===== src/core/pattern_gen_map.svh =====
// Offsets, field positions, reset values and sizes of the pattern generator.
// Assumes one pixel clock domain and a plain byte-wide register port.
`ifndef PATTERN_GEN_MAP_SVH
`define PATTERN_GEN_MAP_SVH

// ------------------------------------------------------------
// Register offsets
// ------------------------------------------------------------
`define PG_CTL_ADDR       8'h64
`define PG_CFG_ADDR       8'h65
`define PG_IND_INDEX_ADDR 8'h66
`define PG_IND_VALUE_ADDR 8'h67
`define PG_STATUS_ADDR    8'h68

// ------------------------------------------------------------
// Config bits and reset values
// ------------------------------------------------------------
`define CFG_ENABLE   0
`define CFG_COLOR18  1
`define CFG_INT_TIME 2
`define CFG_EXT_CLK  3
`define CFG_INVERT   4
`define CFG_SCROLL   5
`define CFG_RESET    8'h00
`define CTL_RESET    8'h01
`define CTL_CHK_CUST 5
`define CTL_VCOM_REV 6

// ------------------------------------------------------------
// Indirect map indices
// ------------------------------------------------------------
`define IND_DEPTH    16
`define IND_RED      4'h0
`define IND_GREEN    4'h1
`define IND_BLUE     4'h2
`define IND_SEQ_CTL  4'h3
`define IND_ORDER0   4'h4
`define IND_HACT_LO  4'hc
`define IND_VACT_LO  4'hd
`define IND_ACT_HI   4'he
`define IND_BLANK    4'hf

// ------------------------------------------------------------
// Patterns
// ------------------------------------------------------------
`define PAT_CUSTOM   5'd14
`define PAT_CHECKER  5'd15
`define PAT_VCOM     5'd16
`define PAT_BARS     5'd17
`define SYNC_DELAY   2

`endif


===== src/core/pattern_gen_pkg.sv =====
// Types shared by the pattern generator and its bench.
// Assumes 8 bits per colour component.
package pattern_gen_pkg;
   typedef struct packed {
      logic [7:0] red;
      logic [7:0] green;
      logic [7:0] blue;
   } rgb_t;

   typedef struct packed {
      logic de;
      logic hs;
      logic vs;
   } sync_t;
endpackage


===== src/core/video_test_pattern_generator.sv =====
// Video test pattern generator with external or internal frame timing.
// Assumes the pixel clock mclk and synchronous video inputs.
`include "pattern_gen_map.svh"
`timescale 1ns/100ps
`default_nettype none

module video_test_pattern_generator
   import pattern_gen_pkg::*;
#(
   parameter int CW = 12
) (
   input  wire logic   mclk,
   input  wire logic   rst_b,
   input  wire rgb_t   in_rgb,
   input  wire sync_t  in_sync,
   input  wire logic [7:0] reg_addr,
   input  wire logic [7:0] reg_wdata,
   input  wire logic   reg_wr,
   input  wire logic   reg_rd,
   output var  logic [7:0] reg_rdata,
   output var  rgb_t   out_rgb,
   output var  sync_t  out_sync,
   output var  logic   ext_clk_sel
);

   // ------------------------------------------------------------
   // Helpers
   // ------------------------------------------------------------
   function automatic logic [7:0] grad(input logic [CW-1:0] pos, input logic [CW-1:0] len);
      logic [CW+7:0] q;
      q = '0;
      if (len != '0)
         q = {pos, 8'h00} / {8'h00, len};
      return q[7:0];
   endfunction

   function automatic rgb_t paint(input logic [2:0] en, input logic [7:0] v);
      rgb_t c;
      c.red   = en[2] ? v : 8'h00;
      c.green = en[1] ? v : 8'h00;
      c.blue  = en[0] ? v : 8'h00;
      return c;
   endfunction

   // ------------------------------------------------------------
   // Registers
   // ------------------------------------------------------------
   logic [7:0]    cfg_reg;
   logic [7:0]    ctl_reg;
   logic [7:0]    index_reg;
   logic [7:0]    ind_mem [`IND_DEPTH];
   logic [3:0]    seq_pos_reg;
   logic          vblank_reg;
   logic          ind_hit;

   assign ind_hit = (index_reg < 8'(`IND_DEPTH));

   always_ff @(posedge mclk) begin
      if (!rst_b) begin
         cfg_reg   <= `CFG_RESET;
         ctl_reg   <= `CTL_RESET;
         index_reg <= 8'h00;
      end else if (reg_wr) begin
         if (reg_addr == `PG_CFG_ADDR)
            cfg_reg <= reg_wdata;
         if (reg_addr == `PG_CTL_ADDR)
            ctl_reg <= reg_wdata;
         if (reg_addr == `PG_IND_INDEX_ADDR)
            index_reg <= reg_wdata;
      end
   end

   always_ff @(posedge mclk) begin
      if (!rst_b) begin
         for (int i = 0; i < `IND_DEPTH; i++)
            ind_mem[i] <= 8'h00;
      end else if (reg_wr && reg_addr == `PG_IND_VALUE_ADDR && ind_hit) begin
         ind_mem[index_reg[3:0]] <= reg_wdata;
      end
   end

   always_ff @(posedge mclk) begin
      if (!rst_b) begin
         reg_rdata <= 8'h00;
      end else if (reg_rd) begin
         case (reg_addr)
            `PG_CFG_ADDR:       reg_rdata <= cfg_reg;
            `PG_CTL_ADDR:       reg_rdata <= ctl_reg;
            `PG_IND_INDEX_ADDR: reg_rdata <= index_reg;
            `PG_IND_VALUE_ADDR: reg_rdata <= ind_hit ? ind_mem[index_reg[3:0]] : 8'h00;
            `PG_STATUS_ADDR:    reg_rdata <= {3'h0, vblank_reg, seq_pos_reg};
            default:            reg_rdata <= 8'h00;
         endcase
      end
   end

   always_ff @(posedge mclk) begin
      if (!rst_b)
         ext_clk_sel <= 1'b0;
      else
         ext_clk_sel <= cfg_reg[`CFG_INT_TIME] & cfg_reg[`CFG_EXT_CLK];
   end

   // ------------------------------------------------------------
   // Internal timing
   // ------------------------------------------------------------
   logic [CW-1:0] hact;
   logic [CW-1:0] vact;
   logic [CW-1:0] htotal;
   logic [CW-1:0] vtotal;
   logic [CW-1:0] hcnt_reg;
   logic [CW-1:0] vcnt_reg;
   sync_t         int_sync;
   sync_t         src_sync;

   assign hact   = CW'({ind_mem[`IND_ACT_HI][3:0], ind_mem[`IND_HACT_LO]});
   assign vact   = CW'({ind_mem[`IND_ACT_HI][7:4], ind_mem[`IND_VACT_LO]});
   assign htotal = hact + CW'({ind_mem[`IND_BLANK][3:0], 4'h0}) + CW'(16);
   assign vtotal = vact + CW'(ind_mem[`IND_BLANK][7:4]) + CW'(1);

   always_ff @(posedge mclk) begin
      if (!rst_b || !cfg_reg[`CFG_INT_TIME]) begin
         hcnt_reg <= '0;
         vcnt_reg <= '0;
      end else if (hcnt_reg + CW'(1) >= htotal) begin
         hcnt_reg <= '0;
         vcnt_reg <= (vcnt_reg + CW'(1) >= vtotal) ? '0 : vcnt_reg + CW'(1);
      end else begin
         hcnt_reg <= hcnt_reg + CW'(1);
      end
   end

   assign int_sync.de = (hcnt_reg < hact) && (vcnt_reg < vact);
   assign int_sync.hs = (hcnt_reg >= hact);
   assign int_sync.vs = (vcnt_reg >= vact);
   // Syncs from outside are dropped only while enabled with internal timing
   assign src_sync = (cfg_reg[`CFG_ENABLE] && cfg_reg[`CFG_INT_TIME]) ? int_sync : in_sync;

   // ------------------------------------------------------------
   // Stage one and frame measurement
   // ------------------------------------------------------------
   sync_t         sync1_reg;
   rgb_t          rgb1_reg;
   logic [CW-1:0] x_reg;
   logic [CW-1:0] y_reg;
   logic [CW-1:0] width_reg;
   logic [CW-1:0] height_reg;
   logic [CW:0]   low_reg;
   logic          vs_blank_reg;
   logic          frame_start;

   always_ff @(posedge mclk) begin
      if (!rst_b) begin
         sync1_reg <= '0;
         rgb1_reg  <= '0;
      end else begin
         sync1_reg <= src_sync;
         rgb1_reg  <= in_rgb;
      end
   end

   // Frame starts on a VS rise, or on a long DE-low run only when VS stays idle
   assign frame_start = (src_sync.vs && !sync1_reg.vs)
                      || (!src_sync.de && !src_sync.vs && !vs_blank_reg
                          && low_reg == {width_reg, 1'b0} + (CW+1)'(1));

   always_ff @(posedge mclk) begin
      if (!rst_b) begin
         low_reg      <= '0;
         vblank_reg   <= 1'b0;
         vs_blank_reg <= 1'b0;
      end else if (src_sync.de) begin
         low_reg      <= '0;
         vblank_reg   <= 1'b0;
         vs_blank_reg <= 1'b0;
      end else begin
         if (src_sync.vs)
            vs_blank_reg <= 1'b1;
         if (low_reg != '1)
            low_reg <= low_reg + (CW+1)'(1);
         if (frame_start || src_sync.vs)
            vblank_reg <= 1'b1;
      end
   end

   always_ff @(posedge mclk) begin
      if (!rst_b) begin
         x_reg     <= '0;
         width_reg <= '0;
      end else if (src_sync.de) begin
         x_reg <= sync1_reg.de ? x_reg + CW'(1) : '0;
      end else if (sync1_reg.de) begin
         width_reg <= x_reg + CW'(1);
      end
   end

   always_ff @(posedge mclk) begin
      if (!rst_b) begin
         y_reg      <= '0;
         height_reg <= '0;
      end else if (frame_start) begin
         height_reg <= y_reg;
         y_reg      <= '0;
      end else if (sync1_reg.de && !src_sync.de) begin
         y_reg <= y_reg + CW'(1);
      end
   end

   // ------------------------------------------------------------
   // Auto-scroll sequence
   // ------------------------------------------------------------
   logic [3:0]    dwell_reg;
   logic [7:0]    order_byte;
   logic [3:0]    entry;
   logic [4:0]    pattern_sel;

   always_ff @(posedge mclk) begin
      if (!rst_b || !cfg_reg[`CFG_SCROLL]) begin
         dwell_reg   <= 4'h0;
         seq_pos_reg <= 4'h0;
      end else if (frame_start) begin
         if (dwell_reg >= ind_mem[`IND_SEQ_CTL][7:4]) begin
            dwell_reg   <= 4'h0;
            seq_pos_reg <= (seq_pos_reg >= ind_mem[`IND_SEQ_CTL][3:0])
                           ? 4'h0 : seq_pos_reg + 4'h1;
         end else begin
            dwell_reg <= dwell_reg + 4'h1;
         end
      end
   end

   // Two four-bit entries per byte; entry codes reach pattern 16 at most
   assign order_byte  = ind_mem[4'(`IND_ORDER0) + {1'b0, seq_pos_reg[3:1]}];
   assign entry       = seq_pos_reg[0] ? order_byte[7:4] : order_byte[3:0];
   assign pattern_sel = cfg_reg[`CFG_SCROLL] ? {1'b0, entry} + 5'd1
                                             : ctl_reg[4:0];

   // ------------------------------------------------------------
   // Pattern generation
   // ------------------------------------------------------------
   rgb_t          custom;
   rgb_t          pat;
   rgb_t          pat_fmt;
   logic [7:0]    hg;
   logic [7:0]    vg;
   logic [1:0]    vcom_col;

   assign custom   = {ind_mem[`IND_RED], ind_mem[`IND_GREEN], ind_mem[`IND_BLUE]};
   assign hg       = grad(x_reg, width_reg);
   assign vg       = grad(y_reg, height_reg);
   assign vcom_col = ctl_reg[`CTL_VCOM_REV] ? ~x_reg[1:0] : x_reg[1:0];

   always_comb begin
      pat = '0;
      case (pattern_sel)
         5'd1:  pat = paint(3'b111, 8'hff);
         5'd2:  pat = '0;
         5'd3:  pat = paint(3'b100, 8'hff);
         5'd4:  pat = paint(3'b010, 8'hff);
         5'd5:  pat = paint(3'b001, 8'hff);
         5'd6:  pat = paint(3'b111, hg);
         5'd7:  pat = paint(3'b100, hg);
         5'd8:  pat = paint(3'b010, hg);
         5'd9:  pat = paint(3'b001, hg);
         5'd10: pat = paint(3'b111, vg);
         5'd11: pat = paint(3'b100, vg);
         5'd12: pat = paint(3'b010, vg);
         5'd13: pat = paint(3'b001, vg);
         `PAT_CUSTOM: pat = custom;
         `PAT_CHECKER: begin
            if (x_reg[6] ^ y_reg[6])
               pat = ctl_reg[`CTL_CHK_CUST] ? custom : paint(3'b111, 8'hff);
         end
         `PAT_VCOM: begin
            case (vcom_col)
               2'd0:    pat = paint(3'b110, 8'hff);
               2'd1:    pat = paint(3'b011, 8'hff);
               2'd2:    pat = paint(3'b001, 8'hff);
               default: pat = paint(3'b100, 8'hff);
            endcase
         end
         `PAT_BARS: begin
            case (hg[7:5])
               3'd0:    pat = paint(3'b111, 8'hff);
               3'd1:    pat = paint(3'b110, 8'hff);
               3'd2:    pat = paint(3'b011, 8'hff);
               3'd3:    pat = paint(3'b010, 8'hff);
               3'd4:    pat = paint(3'b101, 8'hff);
               3'd5:    pat = paint(3'b100, 8'hff);
               3'd6:    pat = paint(3'b001, 8'hff);
               default: pat = '0;
            endcase
         end
         default: pat = '0;
      endcase
      pat_fmt = cfg_reg[`CFG_INVERT] ? ~pat : pat;
      if (cfg_reg[`CFG_COLOR18]) begin
         pat_fmt.red[1:0]   = 2'b00;
         pat_fmt.green[1:0] = 2'b00;
         pat_fmt.blue[1:0]  = 2'b00;
      end
   end

   // ------------------------------------------------------------
   // Stage two outputs
   // ------------------------------------------------------------
   always_ff @(posedge mclk) begin
      if (!rst_b) begin
         out_sync <= '0;
         out_rgb  <= '0;
      end else begin
         out_sync <= sync1_reg;
         // While enabled, blanking carries zero pixels so the link sees no stray colour
         if (!cfg_reg[`CFG_ENABLE])
            out_rgb <= rgb1_reg;
         else
            out_rgb <= sync1_reg.de ? pat_fmt : '0;
      end
   end

endmodule // video_test_pattern_generator

`default_nettype wire


===== config.mk =====
export PLATFORM = sky130hd
export DESIGN_NAME = video_test_pattern_generator
export DESIGN_NICKNAME = d
export VERILOG_FILES = /design/src/core/pattern_gen_pkg.sv /design/src/core/video_test_pattern_generator.sv
export VERILOG_INCLUDE_DIRS = /design/src /design/src/core
export SDC_FILE = /design/constraint.sdc
export NUM_CORES = 2
export LEC_CHECK = 0
export BUFFER_PORTS_ARGS = -buffer_cell sky130_fd_sc_hd__buf_2
export CELL_PAD_IN_SITES_DETAIL_PLACEMENT = 0
export CELL_PAD_IN_SITES_GLOBAL_PLACEMENT = 1
export CORE_MARGIN = 2
export CORE_UTILIZATION = 50
export DETAILED_ROUTE_END_ITERATION = 8
export PLACE_DENSITY = 0.9
export SYNTH_ARGS = -nofsm -noshare
export SYNTH_HDL_FRONTEND = slang
export SYNTH_SLANG_ARGS = --single-unit

===== constraint.sdc =====
create_clock -name mclk -period 47 [get_ports mclk]
set_input_delay 14.1 -clock mclk [delete_from_list [all_inputs] [get_ports mclk]]
set_output_delay 14.1 -clock mclk [all_outputs]
set_load 0.02 [all_outputs]

==> impl_metrics.csv <==
group,metric,value,unit
run_status,outcome,"finished clean",
synthesis,mapped_cell_area,36200,sq um
critical_path,worstSetupStartpoint,"width_reg[10]$_SDFFE_PN0P_",
drt,drt_first_iter_violations,2993,
sta,maxClockFrequency,22.7,MHz
global_route,global_route_wire_length_before_repair,171000,microns
floorplanning,chipHeight,273,microns
critical_path,timing.critical_path.required,47530,ps
placement,buffer_ports.inserted,82,
critical_path,timing.critical_path.from_type,"register",
cts,tritoncts_clock_tree,"built",
finish,post_route_cells_drive_above_1_share,9.89,%
floorplanning,initial_utilization,50.6,%
finish,design.final.nets,4889,
cts,htreeDepth,1,
finish,multi_input_area,27400,sq um
synthesis,synth-simple-area-share,22.9,%
floorplanning,placement_rows,98,
drt,route.detailed.drc,0,
synthesis,synth_warnings,0,
finish,syn_to_final_growth,6.92,%
sta,worst_clock_skew,21.8,ps
global_route,gr-total-overflow,0,
critical_path,cp.depth,187,
synthesis,synthArstFlopShare,0,%
synthesis,synthFlopType,"sky130_fd_sc_hd__dfxtp_1",
cts,insertion_delay,620,ps
critical_path,worst_path_max_stage_delay,560,ps
synthesis,synth_fa_ha_area_share,14.4,%
sta,setup-violations-final,0,
synthesis,synth-xor-area-share,7.03,%
sta,period_share,93.9,%
floorplanning,core-area,71600,sq um
sta,slew-limit-headroom,18.9,%
critical_path,r2r-start,"width_reg[10]$_SDFFE_PN0P_",
synthesis,syn-instance-count,4434,
critical_path,critical_path.endpoint_type,"register",
global_route,grt_pass1_vias,31800,
sta,setup_tns,0,ps
critical_path,r2r_setup_slack,2890,ps
cts,cts_hold_repair.buffers,0,
critical_path,crit-reg2reg-capture,"out_rgb[8]$_SDFF_PN0_",
critical_path,crit_path_frequent_cell,"sky130_fd_sc_hd__a21o_1",
sta,grt_setup_unrepaired,"false",
synthesis,synth_sequential_area_ratio,20.9,%
synthesis,area_fraction_in_compound_gates_after_synthesis,23.3,%
critical_path,path_max_fanout,31,
global_route,global_route.usage.total,28.1,%
finish,n_fill_cell,6755,
critical_path,worstRegToRegCells,187,
worst_hold_path,hold_path.class,"reg -> reg",
synthesis,syn-num-nets,4897,
finish,largest_register_ffs,128,
critical_path,crit_slowest_cell,"sky130_fd_sc_hd__or3b_4",
critical_path,timing.critical_path.to,"out_rgb[8]$_SDFF_PN0_",
synthesis,synth.lib_cells_used.distinct,121,
finish,number_of_antenna_repair_diodes,0,
sta,finalHoldViolations,0,
cts,tritoncts.num_buffers,31,
global_route,grt_max_degree,77,
cts,cts-root-buf,"sky130_fd_sc_hd__clkbuf_16",
run,max_cap_viol_count,0,
critical_path,worst-endpoint-arrival,44640,ps
placement,gp_congestion,0.964,
finish,ff_latch_area,7570,sq um
cts,max-clock-path-buffers,3,
floorplanning,die_width,273,microns
synthesis,post_synth.cell_area_avg,8.17,sq um
placement,dp.final_hpwl,82900,microns
synthesis,synth_top_family_by_area,"compound AO/OA/AOI/OAI gates",
drt,via_per_inst,6.27,
critical_path,timing.setup.critical_path_class,"reg -> reg",
finish,final_cell_mix,"412 x sky130_fd_sc_hd__ha_1, 347 x sky130_fd_sc_hd__nor2_1, 315 x sky130_fd_sc_hd__nand2_1",
synthesis,ff_latch_count_synth,314,
critical_path,cp_num_buf_inv,5,
sta,period_minus_slack,44110,ps
drt,tritonroute_pass_1_iters,8,
cts,path_clk_slew,70,ps
synthesis,synth_enable_flop_cells,128,
drt,routedWlPerCell,20.2,microns
critical_path,path_delay_family,"compound AO/OA/AOI/OAI gates",
sta,final-max-slew-violation-count,0,
cts,cts.sink_count,314,
drt,detail-route-antenna-nets,0,
drt,wirelength,109000,microns
finish,final_common_cell,"sky130_fd_sc_hd__ha_1",
synthesis,mux_cell_area_share_after_synthesis,7.53,%
drt,route.vias.total,33900,
floorplanning,fp.dieArea,74600,sq um
global_route,antenna_found_initial,2,
sta,tightest_slew,1200,ps
floorplanning,pin_count,83,
worst reg2reg max path: cells and delay by family, from the launching register on:
| family | cells | cell delay [ps] |
|---|---|---|
| multiplexers | 9 | 2650 |
| buffers and inverters | 5 | 770 |
| adder cells (fa/ha/maj) | 20 | 6160 |
| AO/OA/AOI/OAI | 104 | 22680 |
| AND/OR/NAND/NOR | 49 | 11340 |
| flip-flops | 1 | 420 |
cell families after synthesis:
| kind of cell | after synthesis |
|---|---|
| buffers and inverters | 365 |
| multiplexers | 185 |
| XOR/XNOR | 291 |
| adder cells (fa/ha/maj) | 416 |
| flip-flops | 314 |
| AND/OR/NAND/NOR | 1603 |
| AO/OA/AOI/OAI | 1260 |
layout make-up:
type,count,area share (%)
clock buffer,44,2.19
clock inverter,14,0.497
inverter,190,1.84
multi-input combinational,3758,70.8
sequential,314,19.5
tap,950,3.07
timing repair buffer,131,2.05
cell usage after synthesis, types with 60 or more instances:
master                     count  area (sq um)
sky130_fd_sc_hd__xor2_1       92           806
sky130_fd_sc_hd__dfxtp_1     186          3720
sky130_fd_sc_hd__o21ai_0     234          1170
sky130_fd_sc_hd__nor2_1      347          1300
sky130_fd_sc_hd__ha_1        412          5150
sky130_fd_sc_hd__a21o_1      139          1040
sky130_fd_sc_hd__nor2b_1      70           438
sky130_fd_sc_hd__nand2_1     316          1190
sky130_fd_sc_hd__inv_1       186           698
sky130_fd_sc_hd__nor3_1       90           450
sky130_fd_sc_hd__clkbuf_1    130           488
sky130_fd_sc_hd__and2_1      224          1400
sky130_fd_sc_hd__mux4_2       60          1350
sky130_fd_sc_hd__nand4_1      68           425
sky130_fd_sc_hd__edfxtp_1    128          3840
sky130_fd_sc_hd__nand3_1     156           781
sky130_fd_sc_hd__xnor2_1     199          1740
sky130_fd_sc_hd__o21a_1       93           698
sky130_fd_sc_hd__a21oi_1     318          1590
sky130_fd_sc_hd__mux2_2       77           867
sky130_fd_sc_hd__nand2b_1     92           576
metrics by stage:
step / setup WS [ps] / hold slack, ps / instances / instance area [sq um] / util (%)
after floorplan: 5930 / 407 / 4434 / 36200 / -
after global placement: 1260 / 432 / 5336 / 37500 / 52.4
after detailed placement: 1190 / 427 / 5336 / 37500 / 52.4
after CTS: 951 / 445 / 5394 / 38600 / 53.8
after global routing: 109 / 460 / 5401 / 38700 / 54.1
final: 2890 / 448 / 5401 / 38700 / 54.1
worst min-delay path by stage:
stage / endpoint / slack [ps] / startpoint / cells past startpoint
6_report: out_rgb[9]$_SDFF_PN0_ / 450 / rgb1_reg[9]$_SDFF_PN0_ / 2
3_5_place_dp: out_sync[1]$_SDFF_PN0_ / 430 / sync1_reg[1]$_SDFF_PN0_ / 1
4_1_cts: out_rgb[9]$_SDFF_PN0_ / 440 / rgb1_reg[9]$_SDFF_PN0_ / 2
5_1_grt: out_sync[1]$_SDFF_PN0_ / 460 / sync1_reg[1]$_SDFF_PN0_ / 1
3_3_place_gp: out_rgb[9]$_SDFF_PN0_ / 430 / rgb1_reg[9]$_SDFF_PN0_ / 2
2_1_floorplan: out_rgb[1]$_SDFF_PN0_ / 410 / rgb1_reg[1]$_SDFF_PN0_ / 2
per-layer routing:
layer | wire length, microns | up-vias | global-route usage, %
met5 | 34 | - | 0
met4 | 3750 | 4 | 8.74
met3 | 7590 | 221 | 3.23
met2 | 49300 | 1254 | 46.3
met1 | 48300 | 16000 | 38.3
li1 | - | 16400 | -
what timing repair did:
item                                    in CTS  in global routing
hold endpoints to repair                     0                  0
endpoints found under the setup margin       0                  6
gates resized for setup                      0                 27
buffers inserted                             0                  4
Power is left out: the tool's default activity adds up to more than one toggle a clock period on the data nets, which glitch-free logic cannot reach.
